File: src/inc/rac_defs.svh
// Purpose: offsets, field positions, masks and reset values of the control bank
// Assumes: 8-bit registers on a plain strobe port
// Notes:   include once per compile unit
`ifndef RAC_DEFS_SVH
`define RAC_DEFS_SVH

`define RAC_ADDR_W          4
`define RAC_DATA_W          8

`define RAC_OFF_REG_CTRL    4'h0
`define RAC_OFF_AMP_CTRL    4'h1
`define RAC_OFF_GAIN        4'h2
`define RAC_OFF_BW          4'h3
`define RAC_OFF_TRIM0       4'h4
`define RAC_OFF_TRIM1       4'h5

`define RAC_MASK_REG_CTRL   8'hFF
`define RAC_MASK_AMP_CTRL   8'hF7
`define RAC_MASK_GAIN       8'h1F
`define RAC_MASK_BW         8'h33
`define RAC_MASK_TRIM       8'hFF

`define RAC_RST_REG_CTRL    8'h00
`define RAC_RST_AMP_CTRL    8'h00
`define RAC_RST_GAIN        8'h00
`define RAC_RST_BW          8'h00
`define RAC_RST_TRIM        8'h20

`define RAC_BIT_AMP1_OUT    7
`define RAC_BIT_AMP0_OUT    3
`define RAC_BW1_HI          5
`define RAC_BW1_LO          4
`define RAC_BW0_HI          1
`define RAC_BW0_LO          0

`endif

File: src/inc/rac_pkg.sv
// Purpose: types shared by the regulator and amplifier control bank
// Assumes: fields packed in register bit order, msb first
// Notes:   no constants here, see rac_defs.svh
package rac_pkg;

    // regulator control register layout
    typedef struct packed {
        logic       enable;
        logic       power_mode;
        logic       float_select;
        logic       source_select;
        logic [3:0] voltage_code;
    } rac_reg_ctrl_t;

    // amplifier enable and switch register layout
    typedef struct packed {
        logic amp1_enable;
        logic amp0_enable;
        logic bias_switch;
        logic amp1_input_switch;
        logic unused;
        logic amp0_switch_2;
        logic amp0_switch_1;
        logic amp0_warmup_short;
    } rac_amp_ctrl_t;

    // offset register layout, same for both amplifiers
    typedef struct packed {
        logic       calibration_mode;
        logic       reference_select;
        logic [5:0] trim_code;
    } rac_trim_t;

    // regulator output node state
    typedef enum logic [2:0] {
        RAC_REGULATOR_OUTPUT_NODE_PULLDOWN   = 3'h0,
        RAC_REGULATOR_OUTPUT_NODE_BANDGAP    = 3'h1,
        RAC_REGULATOR_OUTPUT_NODE_PROGRAMMED = 3'h3,
        RAC_REGULATOR_OUTPUT_NODE_SUPPLY     = 3'h2,
        RAC_REGULATOR_OUTPUT_NODE_FLOAT      = 3'h6
    } rac_regulator_output_node_mode_t;

endpackage

File: src/hdl/rac_regs.sv
// Purpose: control bank for the regulator and two amplifiers
// Assumes: one clock, asynchronous active-low reset, comparator outputs asynchronous
// Notes:   every control output is a flip-flop loaded in the cycle of the write
//
// The placing of the registers and the address-and-strobe port were left to the implementer.
`timescale 1ns/10ps
`default_nettype none
`include "rac_defs.svh"

module rac_regs (
    input  wire logic                   clk_in,
    input  wire logic                   reset_n_in,
    input  wire logic [`RAC_ADDR_W-1:0] addr_in,
    input  wire logic [`RAC_DATA_W-1:0] wr_data_in,
    input  wire logic                   wr_en_in,
    input  wire logic                   rd_en_in,
    input  wire logic                   amp0_digital_in,
    input  wire logic                   amp1_digital_in,
    output var  logic [`RAC_DATA_W-1:0] rd_data_out,
    output var  rac_pkg::rac_reg_ctrl_t regulator_ctrl_out,
    output var  rac_pkg::rac_regulator_output_node_mode_t regulator_output_node_mode_out,
    output var  rac_pkg::rac_amp_ctrl_t amp_ctrl_out,
    output var  logic [4:0]             amp1_gain_code_out,
    output var  logic [1:0]             amp1_bandwidth_code_out,
    output var  logic [1:0]             amp0_bandwidth_code_out,
    output var  rac_pkg::rac_trim_t     amp0_trim_out,
    output var  rac_pkg::rac_trim_t     amp1_trim_out
);

    logic [`RAC_DATA_W-1:0] bw_reg;
    logic [`RAC_DATA_W-1:0] gain_reg;
    rac_pkg::rac_reg_ctrl_t next_reg_ctrl;
    rac_pkg::rac_amp_ctrl_t next_amp_ctrl;
    logic [`RAC_DATA_W-1:0] next_rd_data;
    logic                   amp0_meta;
    logic                   amp0_sync;
    logic                   amp1_meta;
    logic                   amp1_sync;
    logic                   amp0_status;
    logic                   amp1_status;
    logic                   wr_reg_ctrl;
    logic                   wr_amp_ctrl;
    logic                   wr_gain;
    logic                   wr_bw;
    logic                   wr_trim0;
    logic                   wr_trim1;

    // write decode
    assign wr_reg_ctrl = wr_en_in && (addr_in == `RAC_OFF_REG_CTRL);
    assign wr_amp_ctrl = wr_en_in && (addr_in == `RAC_OFF_AMP_CTRL);
    assign wr_gain     = wr_en_in && (addr_in == `RAC_OFF_GAIN);
    assign wr_bw       = wr_en_in && (addr_in == `RAC_OFF_BW);
    assign wr_trim0    = wr_en_in && (addr_in == `RAC_OFF_TRIM0);
    assign wr_trim1    = wr_en_in && (addr_in == `RAC_OFF_TRIM1);

    function automatic rac_pkg::rac_regulator_output_node_mode_t regulator_output_node_decode(
        input rac_pkg::rac_reg_ctrl_t ctrl,
        input logic                   bias
    );
        rac_pkg::rac_regulator_output_node_mode_t mode;
        mode = rac_pkg::RAC_REGULATOR_OUTPUT_NODE_PULLDOWN;
        if (ctrl.float_select) begin
            mode = rac_pkg::RAC_REGULATOR_OUTPUT_NODE_FLOAT;
        end else if (ctrl.source_select) begin
            mode = rac_pkg::RAC_REGULATOR_OUTPUT_NODE_SUPPLY;
        end else if (!ctrl.enable) begin
            mode = rac_pkg::RAC_REGULATOR_OUTPUT_NODE_PULLDOWN;
        end else if (bias) begin
            mode = rac_pkg::RAC_REGULATOR_OUTPUT_NODE_PROGRAMMED;
        end else begin
            mode = rac_pkg::RAC_REGULATOR_OUTPUT_NODE_BANDGAP;
        end
        return mode;
    endfunction

    // next values of the two registers that steer the output node
    always_comb begin
        next_reg_ctrl = regulator_ctrl_out;
        next_amp_ctrl = amp_ctrl_out;
        if (wr_reg_ctrl) begin
            next_reg_ctrl = rac_pkg::rac_reg_ctrl_t'(wr_data_in & `RAC_MASK_REG_CTRL);
        end
        if (wr_amp_ctrl) begin
            next_amp_ctrl = rac_pkg::rac_amp_ctrl_t'(wr_data_in & `RAC_MASK_AMP_CTRL);
        end
    end

    always_ff @(posedge clk_in or negedge reset_n_in) begin
        if (!reset_n_in) begin
            regulator_ctrl_out <= rac_pkg::rac_reg_ctrl_t'(`RAC_RST_REG_CTRL);
        end else begin
            regulator_ctrl_out <= next_reg_ctrl;
        end
    end

    always_ff @(posedge clk_in or negedge reset_n_in) begin
        if (!reset_n_in) begin
            amp_ctrl_out <= rac_pkg::rac_amp_ctrl_t'(`RAC_RST_AMP_CTRL);
        end else begin
            amp_ctrl_out <= next_amp_ctrl;
        end
    end

    // bias bit joins the node decode
    always_ff @(posedge clk_in or negedge reset_n_in) begin
        if (!reset_n_in) begin
            regulator_output_node_mode_out <= rac_pkg::RAC_REGULATOR_OUTPUT_NODE_PULLDOWN;
        end else begin
            regulator_output_node_mode_out <= regulator_output_node_decode(next_reg_ctrl, next_amp_ctrl.bias_switch);
        end
    end

    always_ff @(posedge clk_in or negedge reset_n_in) begin
        if (!reset_n_in) begin
            gain_reg <= `RAC_RST_GAIN;
        end else if (wr_gain) begin
            gain_reg <= wr_data_in & `RAC_MASK_GAIN;
        end
    end

    assign amp1_gain_code_out = gain_reg[4:0];

    // bandwidth codes, status bits not stored
    always_ff @(posedge clk_in or negedge reset_n_in) begin
        if (!reset_n_in) begin
            bw_reg <= `RAC_RST_BW;
        end else if (wr_bw) begin
            bw_reg <= wr_data_in & `RAC_MASK_BW;
        end
    end

    assign amp1_bandwidth_code_out = bw_reg[`RAC_BW1_HI:`RAC_BW1_LO];
    assign amp0_bandwidth_code_out = bw_reg[`RAC_BW0_HI:`RAC_BW0_LO];

    always_ff @(posedge clk_in or negedge reset_n_in) begin
        if (!reset_n_in) begin
            amp0_trim_out <= rac_pkg::rac_trim_t'(`RAC_RST_TRIM);
        end else if (wr_trim0) begin
            amp0_trim_out <= rac_pkg::rac_trim_t'(wr_data_in & `RAC_MASK_TRIM);
        end
    end

    always_ff @(posedge clk_in or negedge reset_n_in) begin
        if (!reset_n_in) begin
            amp1_trim_out <= rac_pkg::rac_trim_t'(`RAC_RST_TRIM);
        end else if (wr_trim1) begin
            amp1_trim_out <= rac_pkg::rac_trim_t'(wr_data_in & `RAC_MASK_TRIM);
        end
    end

    // comparator outputs brought into the clock domain
    always_ff @(posedge clk_in or negedge reset_n_in) begin
        if (!reset_n_in) begin
            amp0_meta <= 1'b0;
            amp0_sync <= 1'b0;
            amp1_meta <= 1'b0;
            amp1_sync <= 1'b0;
        end else begin
            amp0_meta <= amp0_digital_in;
            amp0_sync <= amp0_meta;
            amp1_meta <= amp1_digital_in;
            amp1_sync <= amp1_meta;
        end
    end

    assign amp1_status = amp_ctrl_out.amp1_enable && amp1_trim_out.calibration_mode && amp1_sync;
    assign amp0_status = amp_ctrl_out.amp0_enable && amp0_trim_out.calibration_mode && amp0_sync;

    // read multiplexer, unmapped reads zero
    always_comb begin
        next_rd_data = 8'h00;
        unique case (addr_in)
            `RAC_OFF_REG_CTRL: next_rd_data = regulator_ctrl_out;
            `RAC_OFF_AMP_CTRL: next_rd_data = amp_ctrl_out;
            `RAC_OFF_GAIN:     next_rd_data = gain_reg;
            `RAC_OFF_BW: begin
                next_rd_data                    = bw_reg;
                next_rd_data[`RAC_BIT_AMP1_OUT] = amp1_status;
                next_rd_data[`RAC_BIT_AMP0_OUT] = amp0_status;
            end
            `RAC_OFF_TRIM0:    next_rd_data = amp0_trim_out;
            `RAC_OFF_TRIM1:    next_rd_data = amp1_trim_out;
            default:           next_rd_data = 8'h00;
        endcase
    end

    // read data held for the one cycle after the strobe
    always_ff @(posedge clk_in or negedge reset_n_in) begin
        if (!reset_n_in) begin
            rd_data_out <= 8'h00;
        end else if (rd_en_in) begin
            rd_data_out <= next_rd_data;
        end else begin
            rd_data_out <= 8'h00;
        end
    end
endmodule
`default_nettype wire

File: config.mk
export PLATFORM = sky130hd
export DESIGN_NAME = rac_regs
export DESIGN_NICKNAME = d
export VERILOG_FILES = /design/src/inc/rac_pkg.sv /design/src/hdl/rac_regs.sv
export VERILOG_INCLUDE_DIRS = /design/src /design/src/inc
export SDC_FILE = /design/constraint.sdc
export NUM_CORES = 1
export LEC_CHECK = 0
export ABC_AREA = 0
export BUFFER_PORTS_ARGS = -buffer_cell sky130_fd_sc_hd__buf_2
export CAP_MARGIN = 10
export CORE_MARGIN = 2
export CORE_UTILIZATION = 55
export CTS_CLUSTER_SIZE = 14
export DETAILED_ROUTE_END_ITERATION = 8
export PLACE_DENSITY = 0.84
export REMOVE_ABC_BUFFERS = 1
export SETUP_SLACK_MARGIN = 0.2
export SKIP_LAST_GASP = 1
export SLEW_MARGIN = 20
export SYNTH_ARGS = -nofsm -noshare
export SYNTH_HDL_FRONTEND = slang
export SYNTH_SLANG_ARGS = --single-unit
File: constraint.sdc
create_clock -name clk_in -period 2.7 [get_ports clk_in]
set_input_delay 0.27 -clock clk_in [delete_from_list [all_inputs] [get_ports clk_in]]
set_output_delay 0.27 -clock clk_in [all_outputs]
set_load 0.01 [all_outputs]
; Yosys cells after proc, flatten, opt, wreduce, memory -nomap -nowiden
; Cells that the tools add are included.
[classes]
eq_ne = 5
muxes = 8
reduce_logical = 11
[op_table]
columns = cell, count
row1 = $pmux 8 s6, 1
row2 = $mux 8, 2
row3 = $logic_and 1x1->1, 10
row4 = $eq 4x2->1 const B, 2
row5 = $eq 4x3->1 const B, 2
row6 = $mux 3, 2
row7 = $mux 6, 1
row8 = $eq 4x1->1 const B, 1
row9 = $logic_not 4->1, 1
row10 = $mux 2, 2
[word_totals]
register_bits = 55
in_bits = 18
output_inout_bits = 52
elab_cells = 50

; Longest topological paths before layout
[logic_depth]
ltp_word = 7
ltp_mapped = 6
mapped_depth_nobuf = 4

; Least setup slack after synthesis
; OpenSTA, ideal clock, no wires.
[synth_path]
path_kind = input to register
start = input addr_in[2]
end = register gain_reg[0]
setup_ns = 0.125
t_arrival_ns = 1.219
required_time_ns = 2.575
setup_slack_ns = 1.356
cell_stages = 4
n_path_buf = 1
cell_sequence = buf_4 nor4b_4 nand2_2 mux2_2
[synth_via]
elab_chain_len = 2
[synth_rtl]
columns = item, line
row1 = "start, declared", rac_regs.sv:13  ; input wire logic [`RAC_ADDR_W-1:0] addr_in,
row2 = $eq 4x2->1, -
row3 = $logic_and 1x1->1, rac_regs.sv:51  ; assign wr_gain = wr_en_in && (addr_in == `RAC_OFF_GAIN);
row4 = "end signal, assigned", rac_regs.sv:115  ; gain_reg <= `RAC_RST_GAIN;
row5 = "end signal, assigned", rac_regs.sv:117  ; gain_reg <= wr_data_in & `RAC_MASK_GAIN;
row6 = "end, declared", rac_regs.sv:31  ; logic [`RAC_DATA_W-1:0] gain_reg;
; No other way between the ends.
; A chain may end at the register's enable or synchronous reset.

; Final worst setup path
[layout_path]
start = input addr_in[0]
end = register bw_reg[5]
[layout_via]
elab_chain_len = 2
[layout_rtl]
columns = item, line
row1 = $eq 4x2->1, -
row2 = $logic_and 1x1->1, rac_regs.sv:52  ; assign wr_bw = wr_en_in && (addr_in == `RAC_OFF_BW);
row3 = "end signal, assigned", rac_regs.sv:126  ; bw_reg <= `RAC_RST_BW;
row4 = "end signal, assigned", rac_regs.sv:128  ; bw_reg <= wr_data_in & `RAC_MASK_BW;
row5 = "end, declared", rac_regs.sv:30  ; logic [`RAC_DATA_W-1:0] bw_reg;
; No other way between the ends.

==> results.txt <==
The share of the Yosys chip area taken by registers is 0.573. Clock tree synthesis selected as its root buffer the cell sky130_fd_sc_hd__clkbuf_8. The number of sinks on the clock net is 54. The number of flops mapped to enable cells by yosys is 0. The final hold violation count is 0. The flip-flop and latch count after synthesis came out at 54. The routability congestion estimate is 0.803. Across all layers, the routed design uses 1650 vias. Synthesis handed over a netlist of 167 instances. The TritonCTS clock tree is built. The combined area of all synthesized cells is 0.00236 mm^2. The largest vdd supply drop is 0.436 mV. The stage delay of the slowest cell on the critical path is 0.50 ns.

The number of antenna violations at the first check in global routing is 0. The final core utilization came out at 0.692. The maximum clock path buffer count came out at 2.

The routed design has 5270 um of wire. The post-detailed-placement half-perimeter wirelength came out at 3620 um. The count of unresolved DRC violations after routing came out at 0. The total number of placement rows is 23. The count of instances resized after the clock tree is built came out at 0. The clock latency at the later pin of the worst-skew pair came out at 0.31 ns.

The height of the die is 69.5 um. The quantity of I/O buffers inserted on ports is 68. The data arrival time of the critical path came out at 1.80 ns. The post-synthesis async set-or-reset flop share is 1.00. Across the run, the number of max-cap violations was 0. The final-report max-slew violation count is 0. Of the cells placed in the final design, the portion with a size suffix greater than 1 is 0.530. Across the routed clock network, the largest skew measured is 0.00520 ns.

The wire length of the first global-routing pass came out at 8490 um. STA classifies the critical path startpoint as an input port. The worst path needs 1.60 ns of the cycle, external delays included. The count of warnings emitted by yosys is 0. The worst setup path is captured at a register. The worst setup path is of the in -> reg kind. The final setup TNS is 0 ns. The run finished with clean final reports. The highest-delay cell along the critical path is sky130_fd_sc_hd__buf_2.

The count of endpoints failing setup in the final report came out at 0. In this run the post-CTS setup repair buffer count came out at 0. The area taken by flip-flops and latches is 0.00135 mm^2. The most common cell in the synthesized netlist is sky130_fd_sc_hd__dfrtp_1. Along the worst path, the maximum fanout reaches 22. The first detailed-routing pass ran for 5 iterations. Based on the critical path, the design can be clocked at up to 0.626 GHz. The signal on the critical path passes through buf_2, nand2_1, nor3_4, nand2_1, mux2_2. For hold timing, the worst endpoint is amp1_meta. The setup check on the worst reg-to-reg path leaves a slack of 1.52 ns. The endpoint identified for the worst register-to-register timing path is rd_data_out[4]. Sorting the synthesized cells by how often they occur yields sky130_fd_sc_hd__dfrtp_1, sky130_fd_sc_hd__mux2_2, sky130_fd_sc_hd__mux2i_1. After clock tree synthesis, the flow added hold-fix buffers numbering 0. The smallest hold slack is 0.0587 ns. The aggregate global-route resource usage came out at 0.227. The number of diodes added for antenna fixing came out at 0. The layout-stage area growth over the synthesis result is 18.9%. The total number of nets in the final design is 253. For this design the static power due to leakage is 1.40 nW. The share of the clock period used by the worst path after layout came out at 0.591.

The placeable core region is 0.00406 mm^2. The cell type with the highest occurrence count on the critical path is sky130_fd_sc_hd__nand2_1. The overall die width came out at 69.5 um.

The H-tree level count came out at 2. Ranked by total cell area, the synthesized netlist is headed by sky130_fd_sc_hd__dfrtp_1, sky130_fd_sc_hd__mux2_2, sky130_fd_sc_hd__mux2i_1, sky130_fd_sc_hd__dfstp_2, sky130_fd_sc_hd__buf_4. Once detail routing completed, the nets flagged for antenna violations numbered 0. The clock buffer count from CTS is 5. The die covers 0.00483 mm^2. The cell accounting for the most synthesized area is sky130_fd_sc_hd__dfrtp_1. The total congestion overflow came out at 0. The tightest min-delay check is of the in -> reg type. The detailed router finished its first iteration with 145 violations. The initial standard-cell utilization of the core is 0.582. The via count of the first global-routing pass was 1682.

Using the TritonRoute via totals, the vias-per-cell ratio works out to 5.77. The count of cells along the worst hold path came out at 1. The clock transition at the registers of the reported paths came out at 0.09 ns. The reg-to-reg critical path startpoint is regulator_ctrl_out[4]. For the worst flop-to-flop path, the logic depth is 4. The power density over the cells is 736 mW/mm^2. The required time reported for the critical path endpoint is 2.91 ns. The number of fill cells is 300.

The per-cell routed wire length came out at 18.4 um. Among all flip-flop cells after synthesis, the most frequent one is sky130_fd_sc_hd__dfrtp_1. For the pin with the worst max-slew slack, the measured transition is 0.662 ns. In this run the count of I/O pins placed on the die edge is 70. The pin count of the biggest net entering global routing came out at 55. The startpoint identified for the worst hold timing path is amp1_digital_in.

The synthesized area divided by synthesized cell count is 14.1 um^2. The worst slew slack as a fraction of its limit is 0.559. Setup repair after global routing left no endpoint under its margin. The netlist uses 37 different library cells. The area share of the leading cell type in the synthesized netlist came out at 0.551.

The multi-input combinational cell area came out at 943 um^2.
## per-stage QoR
stage	total power, mW	setup slack, ns	cell area [um^2]	std cells
after floorplan	1.36	1.44	2300	159
after global placement	1.60	0.878	2720	278
after detailed placement	1.62	0.783	2720	278
after CTS	2.08	1.11	2810	286
after global routing	2.18	1.01	2810	286
final	2.06	1.10	2810	286
## layout by cell type (no fill, tap or decap), drive strengths merged
cell type / Yosys / layout
mux2: 39 / 39
nor4b: 1 / 1
o22ai: 6 / 6
dfrtp: 52 / 52
or3: 1 / 1
a211oi: 1 / 1
and2: 1 / 1
nor2: 7 / 7
a221oi: 3 / 3
o21ai: 1 / 1
inv: 2 / 2
conb: 1 / 1
clkinv: 0 / 1
o21ba: 1 / 1
buf: 6 / 69
a32oi: 1 / 1
o22a: 1 / 1
a31oi: 2 / 2
nand4: 2 / 2
and2b: 1 / 1
dfstp: 2 / 2
or3b: 1 / 1
mux2i: 15 / 15
nand2: 7 / 7
a21oi: 2 / 2
nor3: 3 / 3
nand3: 3 / 3
nand3b: 3 / 3
clkbuf: 2 / 7
## cells by family after synthesis
logic type,Yosys count,synth area share
flops,54,0.573
buf+inv,10,0.0270
other cells,1,0.00159
simple gates,30,0.0949
mux,54,0.250
compound gates,18,0.0535
## worst max-delay path: cells and delay by family
kind | cells | cell delay [ns]
AND/OR/NAND/NOR | 3 | 0.71
buffers and inverters | 1 | 0.50
multiplexers | 1 | 0.31
## worst max path at each step
| stage | start | to | slack [ns] | cells past startpoint |
|---|---|---|---|---|
| after floorplan | addr_in[3] | amp0_trim_out[4] | 1.44 | 4 |
| after global placement | addr_in[0] | bw_reg[4] | 0.88 | 5 |
| after detailed placement | addr_in[0] | bw_reg[5] | 0.78 | 5 |
| after CTS | addr_in[0] | bw_reg[1] | 1.11 | 5 |
| after global routing | addr_in[0] | bw_reg[5] | 1.01 | 5 |
| final | addr_in[0] | bw_reg[5] | 1.10 | 5 |
## power breakdown
group,internal (mW),switching [mW]
clock network,0.207,0.252
registers,0.967,0.124
logic,0.258,0.256
## cell type report
class,count,area share
inverters,2,0.00267
clock inverters,1,0.00178
clock buffers,7,0.0308
repair buffers,69,0.124
multi-input cells,103,0.336
well taps,50,0.0223
flip-flops and latches,54,0.482
## metal layers
| layer | vias up | track usage | share of wire |
|---|---|---|---|
| met1 | 815 | 0.305 | 0.44 |
| met3 | 7 | 0.0712 | 0.070 |
| met2 | 81 | 0.355 | 0.47 |
| met4 | 0 | 0.0697 | 0.012 |
| li1 | 747 | - | - |
| met5 | - | 0 | 0 |
Note: power is estimated with default switching activity, not from simulation.
